File: config.mk
export PLATFORM = sky130hd
export DESIGN_NAME = ccfc_run_counter
export DESIGN_NICKNAME = d
export VERILOG_FILES = /design/src/hdl/ccfc_run_counter.sv
export VERILOG_INCLUDE_DIRS = /design/src /design/src/hdl
export SDC_FILE = /design/constraint.sdc
export NUM_CORES = 1
export LEC_CHECK = 0
export ABC_AREA = 0
export BUFFER_PORTS_ARGS = -buffer_cell sky130_fd_sc_hd__buf_2
export CORE_AREA = 2 2 39 41
export CTS_BUF_LIST = sky130_fd_sc_hd__clkbuf_8
export DETAILED_ROUTE_END_ITERATION = 10
export DIE_AREA = 0 0 41 43
export PLACE_DENSITY = 0.6
export SKIP_CTS_REPAIR_TIMING = 1
export SLEW_MARGIN = 0
export SYNTH_ARGS = -nofsm -noshare
export SYNTH_HDL_FRONTEND = slang
export SYNTH_SLANG_ARGS = --single-unit
File: constraint.sdc
create_clock -name ref_clk_i -period 3.71 [get_ports ref_clk_i]
set_input_delay 0.5565 -clock ref_clk_i [delete_from_list [all_inputs] [get_ports ref_clk_i]]
set_output_delay 0.5565 -clock ref_clk_i [all_outputs]
set_load 0.02 [all_outputs]
File: src/hdl/ccfc_params.svh
/*
 * Named constants of the cyclic frame field checker: byte and bit positions
 * of the checked fields, frame lengths, threshold limits and error codes.
 * Assumes nothing; definitions only, included by bare name.
 */
`ifndef CCFC_PARAMS_SVH
`define CCFC_PARAMS_SVH

// ****************************************************************
// Frame geometry
// ****************************************************************
`define CCFC_LONG_BYTES      6'h20
`define CCFC_SHORT_BYTES     6'h10
`define CCFC_IDX_W           6
`define CCFC_RD_W            5

// ****************************************************************
// Field positions
// ****************************************************************
`define CCFC_ADDR_BYTE       0
`define CCFC_ADDR_MSB        4
`define CCFC_ADDR_LSB        0
`define CCFC_CR_BYTE         0
`define CCFC_CR_BIT          7
`define CCFC_CMD_BYTE        1
`define CCFC_CMD_MSB         6
`define CCFC_CMD_LSB         4
`define CCFC_SUB_BYTE        16
`define CCFC_SUB_BIT         7

// ****************************************************************
// Threshold limits and defaults
// ****************************************************************
`define CCFC_TH_MIN          5'h02
`define CCFC_TH_MAX          5'h11
`define CCFC_DEFINED_CMDS    8'h3f

// ****************************************************************
// Error codes
// ****************************************************************
`define CCFC_CODE_NONE       16'h0000
`define CCFC_CODE_ADDR       16'h0011
`define CCFC_CODE_CR         16'h0012
`define CCFC_CODE_CMD        16'h0021

`endif

File: src/hdl/ccfc_run_counter.sv
/*
 * Counter of uninterrupted sub-check errors with a clamped threshold.
 * Assumes step and clear come from logic on the same clock, never together.
 */
`timescale 1ns/1ps
`include "ccfc_params.svh"

module ccfc_run_counter #(
    parameter int CNT_W = 5
) (
    // Clock and reset
    input  wire logic             ref_clk_i,
    input  wire logic             resetn_i,
    input  wire logic             ce_i,
    // Control
    input  wire logic             clear_i,
    input  wire logic             step_i,
    input  wire logic [CNT_W-1:0] threshold_i,
    // Status
    output logic      [CNT_W-1:0] count_o,
    output logic                  reached_o
);

    logic [CNT_W-1:0] next_count;
    logic [CNT_W-1:0] eff_threshold;

    // Clamp threshold into the legal, effective range
    function automatic logic [CNT_W-1:0] clamp_threshold(input logic [CNT_W-1:0] th);
        if (th < CNT_W'(`CCFC_TH_MIN))
            clamp_threshold = CNT_W'(`CCFC_TH_MIN);
        else if (th > CNT_W'(`CCFC_TH_MAX))
            clamp_threshold = CNT_W'(`CCFC_TH_MAX);
        else
            clamp_threshold = th;
    endfunction : clamp_threshold

    assign eff_threshold = clamp_threshold(threshold_i);
    assign next_count    = (&count_o) ? count_o : CNT_W'(count_o + 1'b1);

    // Step that makes the run reach or stay past the threshold
    assign reached_o = step_i && (next_count >= eff_threshold);

    always_ff @(posedge ref_clk_i or negedge resetn_i)
    begin
        if (!resetn_i)
            count_o <= '0;
        else if (ce_i)
        begin
            if (clear_i)
                count_o <= '0;
            else if (step_i)
                count_o <= next_count;
        end
    end

endmodule : ccfc_run_counter

Yosys cells after proc, flatten, opt, wreduce, memory -nomap -nowiden:

Index checks and enable logic that the tools add are counted.

* bits in registers: 5
* input port bits: 10
* output and inout port bits: 6
* word-level logic and storage cells: 14

* add/subtract/negate cells: 1
* order comparisons: 3
* mux-type cells: 5
* reduce and logical (&&, ||, !) cells: 4

Operators with widths (number)
* two-way mux 5 bit: 5
* adder 5 x 1 -> 5 bit, second input constant: 1
* >= comparator 5 bit: 1
* greater-than comparator 5 bit, second input constant: 1
* < comparator 5 x 2 -> 1 bit, second input constant: 1
* AND reduction 5 bit: 1
* AND reduction 2 bit: 1
* nonzero test 2 bit: 1
* logical AND 1 bit: 1

Depth between registers and ports, before layout:

Gate-level depths: netlist of run 1.

* word-level depth: 5
* mapped depth: 8
* gate-level depth less buffers: 8

Worst setup path after synthesis of run 1:

No wires, ideal clock.

* path kind: register to output
* from: register count_o[0]
* to: output port reached_o
* arrival: 2095 ps
* required time: 3154 ps
* slack: 1058 ps
* cell stages (with the launch flop): 8
* path buffers: 0
* path through: dfrtp_1 > ha_1 > and3_2 > or2_2 > ha_1 > o21a_1 > o21ai_0 > a21oi_1

* longest elaborated chain between the ends: 4

Ends and longest elaborated chain
* start: declaration: line ccfc_run_counter.sv:20 `output logic [CNT_W-1:0] count_o,`
* start signal: assignment: line ccfc_run_counter.sv:52 `count_o <= next_count;`
* adder 5 x 1 -> 5 bit or AND reduction 5 bit (tied branches): line ccfc_run_counter.sv:38 `assign next_count = (&count_o) ? count_o : CNT_W'(count_o + 1'b1);`
* two-way mux 5 bit (*): line ccfc_run_counter.sv:38
* >= comparator 5 bit (*): line ccfc_run_counter.sv:41 `assign reached_o = step_i && (next_count >= eff_threshold);`
* logical AND 1 bit (*): line ccfc_run_counter.sv:41
* end: declaration: line ccfc_run_counter.sv:21 `output logic reached_o`

Mark *: on every way between the ends. The rest lies on a longest branch, timed or not.

Worst setup path after layout of run 1:

Ends and elaborated chain as after synthesis.

==> results of run 1 <==
==> Yosys cell counts <==
master / number / area (um^2)
nand2_1: 10 / 37.5
ha_1: 6 / 75.1
dfrtp_1: 5 / 125
nor2_1: 5 / 18.8
a21oi_1: 4 / 20.0
o21ai_0: 4 / 20.0
inv_1: 2 / 7.51
nand3_1: 2 / 10.0
o22a_1: 2 / 17.5
a211oi_1: 1 / 7.51
a21boi_2: 1 / 11.3
a21o_1: 1 / 7.51
a31o_1: 1 / 8.76
a31oi_1: 1 / 6.26
a32o_1: 1 / 10.0
a41oi_1: 1 / 8.76
and2_2: 1 / 7.51
and3_2: 1 / 7.51
and4_4: 1 / 11.3
nand4_1: 1 / 6.26
nor3_1: 1 / 5.00
nor4_1: 1 / 6.26
o21a_1: 1 / 7.51
o21ai_2: 1 / 8.76
o32ai_1: 1 / 8.76
or2_2: 1 / 6.26
xnor2_1: 1 / 8.76
==> worst max-delay path: cells and delay by family, from the launching register on <==
| family | cells | cell delay [ns] |
|---|---|---|
| AO/OA/AOI/OAI | 2 | 0.33 |
| adder cells (fa/ha/maj) | 2 | 0.62 |
| buffers and inverters | 1 | 0.16 |
| flip-flops | 1 | 0.45 |
| AND/OR/NAND/NOR | 2 | 0.52 |
==> path summary, 6_finish.rpt <==
check / start / to / cells past startpoint
max: count_o[0]$_DFFE_PN0P_ / reached_o / 7
min: resetn_i / count_o[1]$_DFFE_PN0P_ / 1
max reg2reg: count_o[0]$_DFFE_PN0P_ / count_o[1]$_DFFE_PN0P_ / 4
min reg2reg: count_o[1]$_DFFE_PN0P_ / count_o[1]$_DFFE_PN0P_ / 1
max in group asynchronous: resetn_i / count_o[2]$_DFFE_PN0P_ / 1
min in group ref_clk_i: ce_i / count_o[4]$_DFFE_PN0P_ / 2
==> logic make-up (layout without fill, tap and decap cells) <==
logic type | count (synthesis) | after routing | synth area share [%]
buffers and inverters | 2 | 21 | 1.58
xor gates and xnor gates | 1 | 1 | 1.84
and+or+nand+nor | 24 | 24 | 24.5
adders and majority gates | 6 | 6 | 15.8
AOI/OAI and AO/OA | 20 | 20 | 30.0
DFF | 5 | 5 | 26.3
==> layout make-up <==
type                    count  share of cell area, %
clock inverters             1                  0.610
repair buffers             15                   12.2
multi-input cells          51                   55.7
flip-flops and latches      5                   20.3
well taps                  16                   3.25
inverters                   2                   1.22
clock buffers               3                   6.71
==> metrics by stage <==
stage	total power [mW]	hold slack, ns	worst slack [ns]
after detailed placement	0.134	0.371	1.08
final	0.228	0.142	0.861
after global routing	0.243	0.150	0.718
after global placement	0.133	0.371	1.14
after CTS	0.232	0.139	0.838
after floorplan	0.109	0.261	1.06
==> report_power, final <==
| group | total [mW] | leakage [nW] | internal (mW) | switching (mW) |
|---|---|---|---|---|
| logic | 0.0647 | 0.223 | 0.0282 | 0.0365 |
| clock network | 0.0949 | 0.0269 | 0.0707 | 0.0242 |
| registers | 0.0680 | 0.0679 | 0.0594 | 0.00861 |
| total | 0.228 | 0.318 | 0.158 | 0.0693 |
==> layer usage <==
layer	share of wire, %	vias up	wire, um
met5	0	-	0
met1	47	234	510
met2	48	14	530
met4	0	0	0
met3	4.7	0	51
li1	-	261	-
==> summary.md, run 1 <==
After detailed routing, the number of remaining DRC violations is 0. The routed length per instance was 11.8 um; the quantity of I/O buffers inserted on ports was 15. From left edge to right edge, the die measures 41 um. The total clock buffers created by CTS is 3, and the area of the placeable core is 0.00138 mm^2. The number of placement rows came out at 14. The wire-length estimate of the detail-placed layout is 894 um. Adding up every negative setup slack in the final design gives 0 ns. Along the worst path, the maximum fanout reaches 7.

The flow ran to the end, and the final reports show no timing, DRC or antenna violations. Summing all placed instances gives a cell area of 571 um^2. The critical path is of the register to output port type.

The post-route netlist has 31.2% of its cells at a drive strength greater than 1. TritonCTS built the clock tree. The first global-routing pass estimated 1.75 mm of wire. In the global route stage, met3 resource usage came out at 0%.

The register-to-register setup slack came out at 2.26 ns. The largest registers in the layout are count_o x5. The library cell used most frequently in the layout, excluding fill and tap cells, is buf_2.

For the total nets after synthesis, the log shows 74. Among the stages of the critical path, the cell type that occurs most often is ha_1. Remaining max-slew budget at the tightest pin: 82.3%. The most flop-heavy register is count_o. The multi-input combinational cells in the finished layout cover a total of 343 um^2. Setup repair after global routing left no endpoint under its margin. Power spread over the standard cell area amounts to 370 mW/mm^2.

The run gives 0.000905 ns as the clock skew after layout. The critical path goes through ha_1, and3_2, or2_2, ha_1, a211oi_1, a21oi_1, buf_2. Summing all flip-flop and latch instances after layout gives 125 um^2. The routed layout has 509 vias.

In the layout the commonest cells are buf_2 (15), nand2_1 (10), ha_1 (6). The register with the most flip-flops in the layout has 5 of them. Number of clock sinks: 5.

For the pin with the worst max-slew slack, the measured transition is 0.263 ns. Global routing used 14.2% of the available tracks across all layers. After layout, the minimum clock period comes to 2.85 ns.

The H-tree depth is 1. Cells fill 44.5% of the core in the end. Global routing used 23.4% of the available met2 tracks. The final count of negative-setup-slack endpoints is 0, and the height of the die is 43 um.

The Yosys step of the flow raised 0 warnings. Clock-pin slew was measured on the worst setup and hold paths at 0.03 ns. The layout has 154 filler cells. STA puts the critical path data required time at 3.15 ns. The run gives 0 as the hold violation count in the final report. Relative to the synthesized area, the layout overhead comes to 29.5%. Largest voltage drop on the vdd net: 0.232 mV. In this run the static leakage power is 0.318 nW. On the worst path, the slowest cell contributes a delay of 0.45 ns. Synthesis inferred 5 register bits. The logs give 89 for the placed cell count and 0 for the overflow left after global routing.

For the maximum count of clock buffers along a single path, the log shows 2. After detailed routing, the number of vias per cell comes to 5.47. The tools report the startpoint class of the critical path as a register. The number of antenna repair diodes came out at 0. Type of the worst min-delay path: input port to asynchronous set/reset pin. The mean instance size in the synthesized netlist came out at 8.20 um^2. The pre-antenna-repair detailed-routing pass consisted of 4 iterations.

For the worst-skew pair, the clock arrives at the later sink with an insertion delay of 0.22 ns. The cell count after synthesis was 58. The cell sitting at the root of the clock tree is a clkbuf_8.

The via count of the first global-routing pass was 466; the achievable clock frequency was 0.351 GHz. The area of the die is 0.00176 mm^2. Endpoint kind of the worst setup timing path: an output port.

At the worst endpoint, the arrival time is 2.29 ns. After the last flow step, the layout net total stands at 94. The max-slew violation count is 0, and the final RePlAce weighted congestion is 0.802. Across the run, the number of max-cap violations was 0. For the number of DRC violations after detailed-routing iteration 0, the log shows 5. The initial antenna violation count was 0. For the number of library cell types mapped by synthesis, the log shows 27.

For the final wirelength, the log shows 1.09 mm. The slowest library cell on the worst path was dfrtp_1. Entering global routing, the biggest net connects 10 pins. The number of top-level pins was 16; the final standard cell count with taps included and fillers excluded was 93. The tools report the cell area after technology mapping as 475 um^2. Global routing consumed, on the met1 layer, 17.4% of the routing resources. The post-route clock period utilization was 76.8%; the effective utilization at floorplan was 34.4%. The tools report the area of all placed cells without fillers as 616 um^2.

In this run the most used layer during global routing was met2. Sequential elements use 26.3% of the synthesized area. Once detail routing completed, the nets flagged for antenna violations numbered 0.
No activity file was read; power rests on OpenSTA's default activity.
==> run 2: changes to the inputs <==
Settings changed: ABC_AREA 0 to 1, PLACE_DENSITY 0.6 to 0.61.
Clock period 3.71 ns to 2.9 ns, I/O delays scaled along.
==> run 2 against run 1 <==
  * Sequential share of layout area fell by 0.33 points
  * Count of clock-buffer cells in the layout did not move
  * Critical path depth rose by 4
  * Clock power rose by 30%
  * Clock skew rose by 0.00089 ns
  * Synthesized cell count rose by 34%
  * Critical endpoint unchanged
  * Largest cell class unchanged
  * Largest power group unchanged
==> summary.md, run 2 <==
The run finished with clean final reports. The type of the worst min-delay path was input port to asynchronous set/reset pin. The count of buffers added on input and output ports is 15. The tools report the final setup slack of the worst path as 0.397 ns. The largest registers in the layout are count_o x5.

The cell area after technology mapping came out at 485 um^2. In this run, flip-flops and latches consume 30.4% of the power. The residual DRC count was 0. Clock-pin slew was measured on the worst setup and hold paths at 0.03 ns.

For the via count of the first global-routing pass, the log shows 425. Synthesis produced 78 cells. The detailed router finished its first iteration with 12 violations.

Leaving out fill and tap cells, the most frequent cell in the layout is nand2_1. The longest clock path from root to sink contains 2 buffers. The flip-flop count of the largest register, all copies and words added is 5, and the max-cap check violation count is 0.

The number of clock sinks was 5. For the worst-skew pair, the clock arrives at the later sink with an insertion delay of 0.22 ns. The run gives 626 um^2 as the area of all placed cells without fillers.

TritonCTS built the clock tree. After detailed routing, the average wire length per cell comes to 8.91 um. Per report_power, the combinational group accounts for 22.3% of the total. The tools report the internal power component as 0.188 mW. The number of detailed-routing iterations run before antenna repair is 4. The initial antenna violation count is 0, and the routed via count divided by cell count is 4.73. Data required time of the worst path: 2.47 ns. The mean instance size in the synthesized netlist works out to 6.22 um^2. Once placement finished, the instance area stood at 581 um^2.

The cell with the most instances after synthesis was nand2_1. The async set-reset flop share out of synthesis was 100%. Summing the sequential cell areas from Yosys gives 25.8% of the chip area. The category of the most critical setup path was register to output port. The overflow left after global routing was 0.

The chip width was 41 um. The worst path uses 86.3% of the clock period. Global routing used 13.1% of the available tracks. The run gives 877 um as the estimated wirelength of the detail-placed design. At the end of routability-driven placement, the weighted congestion stood at 0.713.

The number of nets in the synthesized netlist is 94. In the final timing run, aggregate negative setup slack is 0 ns. For the area of the die, the log shows 0.00176 mm^2.

The filler cells instantiated in the layout total 160. Clock tree synthesis inserted a total of 3 buffers. In the final design database the tool counted 114 nets.

The remaining max-slew budget at the tightest pin was 75.8%. For the number of top-level pins, the log shows 16. STA classifies the critical path endpoint as an output port. For the share of total power in the clock network, the log shows 47.3%. After layout, the design draws a total of 0.260 mW. The layout-stage area growth over the synthesis result is 28.9%. The clock root buffer is clkbuf_8.

The power density of the placed cells is 416 mW/mm^2. For this configuration, the core starts out at a cell density of 35.1%. The analysis attributes to cell leakage a power of 0.397 nW. Ranked by flip-flop count, first place goes to count_o. The area of the placeable core was 0.00138 mm^2. The layout cell share with drive strength beyond 1 came out at 20.6%. Launch instance of the worst register-to-register path: count_o[0]$_DFFE_PN0P_. In this run the core area contains 14 standard-cell rows. STA puts the critical path data arrival time at 2.07 ns. The height of the die is 43 um. Setup repair after global routing left no endpoint under its margin.

The final count of negative-setup-slack endpoints was 0; the minimum setup slack after placement was 0.637 ns. The logs give 0 for the max-slew violation count and 0.0723 mW for the net switching power. For the global-route wire length before repair, the log shows 1.57 mm. Prevailing post-synth register cell: dfrtp_1. Entering global routing, the biggest net connects 8 pins.

Across the VDD grid, the largest voltage drop is 0.449 mV. Summed over all instances, the cell type with the most area after synthesis is dfrtp_1. Once detail routing completed, the nets flagged for antenna violations numbered 0. The worst setup path startpoint was count_o[1]$_DFFE_PN0P_. For the pin with the worst max-slew slack, the measured transition is 0.360 ns.

Across all layers, the routed design uses 534 vias. After synthesis, the most frequently instantiated cells are nand2_1 (27), inv_1 (15), nand3_1 (7), nor2_1 (7), ha_1 (6). Switching share of power: 27.8%. For the H-tree depth, the log shows 1.

After synthesis, the netlist uses 14 different library cells. The number of antenna diodes in the final layout is 0. Startpoint class of the critical path: a register.

The achievable clock frequency was 0.399 GHz; the proportion of netlist area held by the largest area contributor was 25.8%. The tools report the hold violation count in the final report as 0. Clock period minus worst slack: 2.50 ns.

Along the worst path, the maximum fanout reaches 6. Leaving out fill and tap cells, the most frequent cells in the layout are nand2_1 (27), inv_1 (16), buf_2 (15). In this run, synthesis inferred 0 flip-flops with an integrated enable. Counting flops and latches in the post-synthesis netlist gives 5.

The clock skew after layout was 0.00179 ns; the final wirelength was 1.01 mm. The run gives 0 as the number of synthesis warnings. By area the synthesized netlist is led by dfrtp_1 (26%), nand2_1 (21%), ha_1 (15%).
[run 2: changes by cell type after synthesis, sizes merged, moves of 2 or more]
cell | previous run | this run
a21oi | 4 | 2
nand3 | 2 | 7
nor2 | 5 | 7
inv | 2 | 15
nand2 | 10 | 28
o22a | 2 | 0
[run 2: power groups by stage]
stage / Clock, mW / Sequential [mW] / Combinational, mW
finish: 0.123 / 0.0790 / 0.0580
global route: 0.134 / 0.0797 / 0.0671
CTS: 0.127 / 0.0790 / 0.0589
detailed placement: 0 / 0.0799 / 0.0587
global placement: 0 / 0.0795 / 0.0583
floorplan: 0 / 0.0829 / 0.0354
[run 2: logic make-up (layout without fill, tap and decap cells)]
kind of cell	count (synthesis)	after routing	share of synthesized area, %
adder cells (fa/ha/maj)	6	6	15.5
AO/OA/AOI/OAI	7	7	8.51
flip-flops	5	5	25.8
AND/OR/NAND/NOR	45	45	38.7
buffers and inverters	15	34	11.6
[run 2: cell type report]
type                       count  area (um^2)  area share [%]
tap                           16         20.0            3.20
clock inverter                 1         3.75           0.600
timing repair buffer          15         75.1            12.0
sequential                     5          125            20.0
multi-input combinational     58          304            48.6
clock buffer                   3         41.3            6.60
inverter                      15         56.3            9.00
[run 2: final timing paths]
| path | end | slack, ns | cells after the start |
|---|---|---|---|
| max | reached_o | 0.40 | 11 |
| min | count_o[2]$_DFFE_PN0P_ | 0.02 | 1 |
| max reg2reg | count_o[3]$_DFFE_PN0P_ | 1.63 | 5 |
| min reg2reg | count_o[3]$_DFFE_PN0P_ | 0.58 | 2 |
| max in group asynchronous | count_o[1]$_DFFE_PN0P_ | 2.75 | 1 |
| min in group ref_clk_i | count_o[4]$_DFFE_PN0P_ | 0.52 | 4 |
[run 2: per-layer routing]
layer,GRT usage [%],wire length [um],vias to the layer above
met5,0,0,-
met4,6.00,8,0
met3,3.14,53,2
met2,19.4,480,16
met1,17.2,463,232
li1,-,-,284
[run 2: worst max-delay path, cell delays in order (launching register included)]
cell and delay (ns):
dfrtp_1 0.43, ha_1 0.24, nand2_2 0.09, nor2_1 0.14, nand3_1 0.10, and2_1 0.18
ha_1 0.27, nand2_1 0.05, nor2_1 0.07, nor2_1 0.05, nor2_1 0.07, buf_2 0.16
[run 2: metrics by stage]
| stage | hold WS (ns) | instances | utilization [%] |
|---|---|---|---|
| final | 0.0226 | 113 | 45.2 |
| after floorplan | 0.139 | 78 | - |
| after global placement | 0.251 | 109 | 42.0 |
| after detailed placement | 0.254 | 109 | 42.0 |
| after global routing | 0.0250 | 113 | 45.2 |
| after CTS | 0.0203 | 113 | 45.2 |
==> run 3: changes to the inputs <==
Settings changed: GPL_TIMING_DRIVEN set to 0.
==> run 3 against run 2 <==
  * Flip-flop and latch count stayed put
  * Clock power increased by 4%
  * Utilization unchanged
  * Setup slack got worse by 0.080 ns
  * Maximum frequency down 3.1%
  * Non-clock buffer count stayed put
  * Via count fell by 2.1%
  * Critical path type unchanged
  * Critical endpoint unchanged
  * Largest cell class unchanged
  * Largest power group unchanged
==> summary.md, run 3 (same netlist as run 2, synthesis figures left out) <==
For the worst-skew pair, the clock arrives at the later sink with an insertion delay of 0.22 ns. The top cell types in the final layout, fill and taps aside, are nand2_1 (27), inv_1 (16), buf_2 (15). Dividing total power by cell area gives a power density of 423 mW/mm^2.

The worst pin sits at a relative slew slack of 76.1%. The height of the die is 43 um, and the total of fill cells in the finished design is 147. The setup path with the least slack is of type register to output port. The tools report the residual DRC count as 0. The logs give 1 for the H-tree depth and 2.15 ns for the data arrival time of the critical path. The longest clock path from root to sink contains 2 buffers.

For the final standard cell utilization of the core, the log shows 45.2%. TritonCTS built the clock tree. Setup repair after global routing left no endpoint under its margin.

The flow ran to the end, and the final reports show no timing, DRC or antenna violations. The worst setup path is captured at an output port. CTS saw 5 sinks. Hold violation count in the final report: 0. IR analysis of the VDD net gives a maximum drop of 0.213 mV. The max-cap check violation count is 0, and the number of antenna repair diodes is 0. The max-slew violation count was 0. Across the routed clock network, the largest skew measured is 0.000146 ns. Compared with the post-synthesis result, the final layout area differs by 28.9%. The data required time of the worst path came out at 2.47 ns.

Clock-pin slew was measured on the worst setup and hold paths at 0.04 ns. In this run the core area contains 14 standard-cell rows. The count of buffers added on input and output ports is 15. The number of detailed-routing iterations run before antenna repair was 4; the layout cell share with drive strength beyond 1 was 20.6%. Timing would allow up to 0.387 GHz. Global routing consumed, over all layers together, 15.7% of the routing resources. The number of nets at the end of the flow came out at 114.

Final wirelength: 1.02 mm. The path class of the tightest hold or removal check is input port to asynchronous set/reset pin. After detailed routing, the average wire length per cell comes to 9.05 um. The total clock buffers created by CTS came out at 3. For the total negative setup slack, the log shows 0 ns.

After the flow finishes, the layout carries non-filler instances totaling 113. The tools report the final count of negative-setup-slack endpoints as 0. At the end of routability-driven placement, the weighted congestion stood at 0.821. In the finished design, the share of the clock period the worst path needs comes to 89.1%.

The routed via count divided by cell count works out to 4.63. STA classifies the critical path startpoint as a register. The via count of the first global-routing pass is 476, and the number of DRC violations after detailed-routing iteration 0 is 6.

The tools report the detailed-route via count as 523. In the final layout, the registers with the most flip-flops are count_o x5. More flip-flops sit in one register than any other, and that register is count_o. The maximum fanout along the worst path was 7; the overflow left after global routing was 0. The clock period could shrink to 2.58 ns.

For the placed cell count, the log shows 109. The area of the die was 0.00176 mm^2. 16 I/O pins were placed. The run gives 859 um as the estimated wirelength of the detail-placed design. For the effective utilization at floorplan, the log shows 35.1%. The static leakage came out at 0.397 nW. The chip width is 41 um, and the remaining antenna violation count is 0. Entering global routing, the biggest net connects 8 pins. The tightest hold path in the finished design has a slack of 0.0174 ns.

The flip-flop count of the largest register, all copies and words added came out at 5. The initial antenna violation count is 0. The first global-routing pass estimated 1.86 mm of wire. Leaving out fill and tap cells, the most frequent cell in the layout is nand2_1. The clock root buffer is clkbuf_8.

The actual transition at the worst max-transition pin was 0.356 ns; the area of the placeable core was 0.00138 mm^2.
==> run 3: cell counts in the layout (fill, tap and decap cells not counted) <==
No cell type changed its count.
==> run 3: report_power, final <==
part | internal, mW | switching (mW)
Clock | 0.0909 | 0.0367
Sequential | 0.0734 | 0.00609
Combinational | 0.0238 | 0.0334
Total | 0.188 | 0.0763
==> run 3: layout make-up <==
type	count	area, um^2	area share (%)
multi-input cells	58	304	48.6
flip-flops and latches	5	125	20.0
repair buffers	15	75.1	12.0
inverters	15	56.3	9.00
clock buffers	3	41.3	6.60
well taps	16	20.0	3.20
clock inverters	1	3.75	0.600
==> run 3: worst paths after layout <==
path | depth (start not counted) | start | to | slack, ns
max in group asynchronous | 1 | resetn_i | count_o[2]$_DFFE_PN0P_ | 2.76
max | 12 | count_o[0]$_DFFE_PN0P_ | reached_o | 0.32
min | 1 | resetn_i | count_o[1]$_DFFE_PN0P_ | 0.02
min reg2reg | 2 | count_o[3]$_DFFE_PN0P_ | count_o[3]$_DFFE_PN0P_ | 0.55
min in group ref_clk_i | 3 | ce_i | count_o[4]$_DFFE_PN0P_ | 0.52
max reg2reg | 6 | count_o[0]$_DFFE_PN0P_ | count_o[0]$_DFFE_PN0P_ | 1.58
==> run 3: metrics by stage <==
stage	power [mW]	setup slack, ns	area (um^2)
2_1_floorplan	0.118	0.560	485
3_3_place_gp	0.137	0.606	581
3_5_place_dp	0.138	0.560	581
4_1_cts	0.268	0.310	626
5_1_grt	0.285	0.165	626
6_report	0.264	0.317	626
==> run 3: worst max-delay path: stages, from the launching register on <==
cell	delay (ns)
dfrtp_1	0.46
ha_1	0.25
nand4_1	0.21
nand2_1	0.14
nand2_1	0.06
ha_1	0.28
inv_1	0.04
nand2_1	0.05
nand2_1	0.05
nor2_1	0.10
nor2_1	0.05
nor2_1	0.07
buf_2	0.16
==> run 3: layer usage <==
metal / GRT usage (%) / vias to the layer above / wire, um
met4: 10.7 / 0 / 40
li1: - / 281 / -
met5: 0 / - / 0
met1: 21.0 / 224 / 469
met3: 4.71 / 5 / 43
met2: 20.6 / 13 / 469
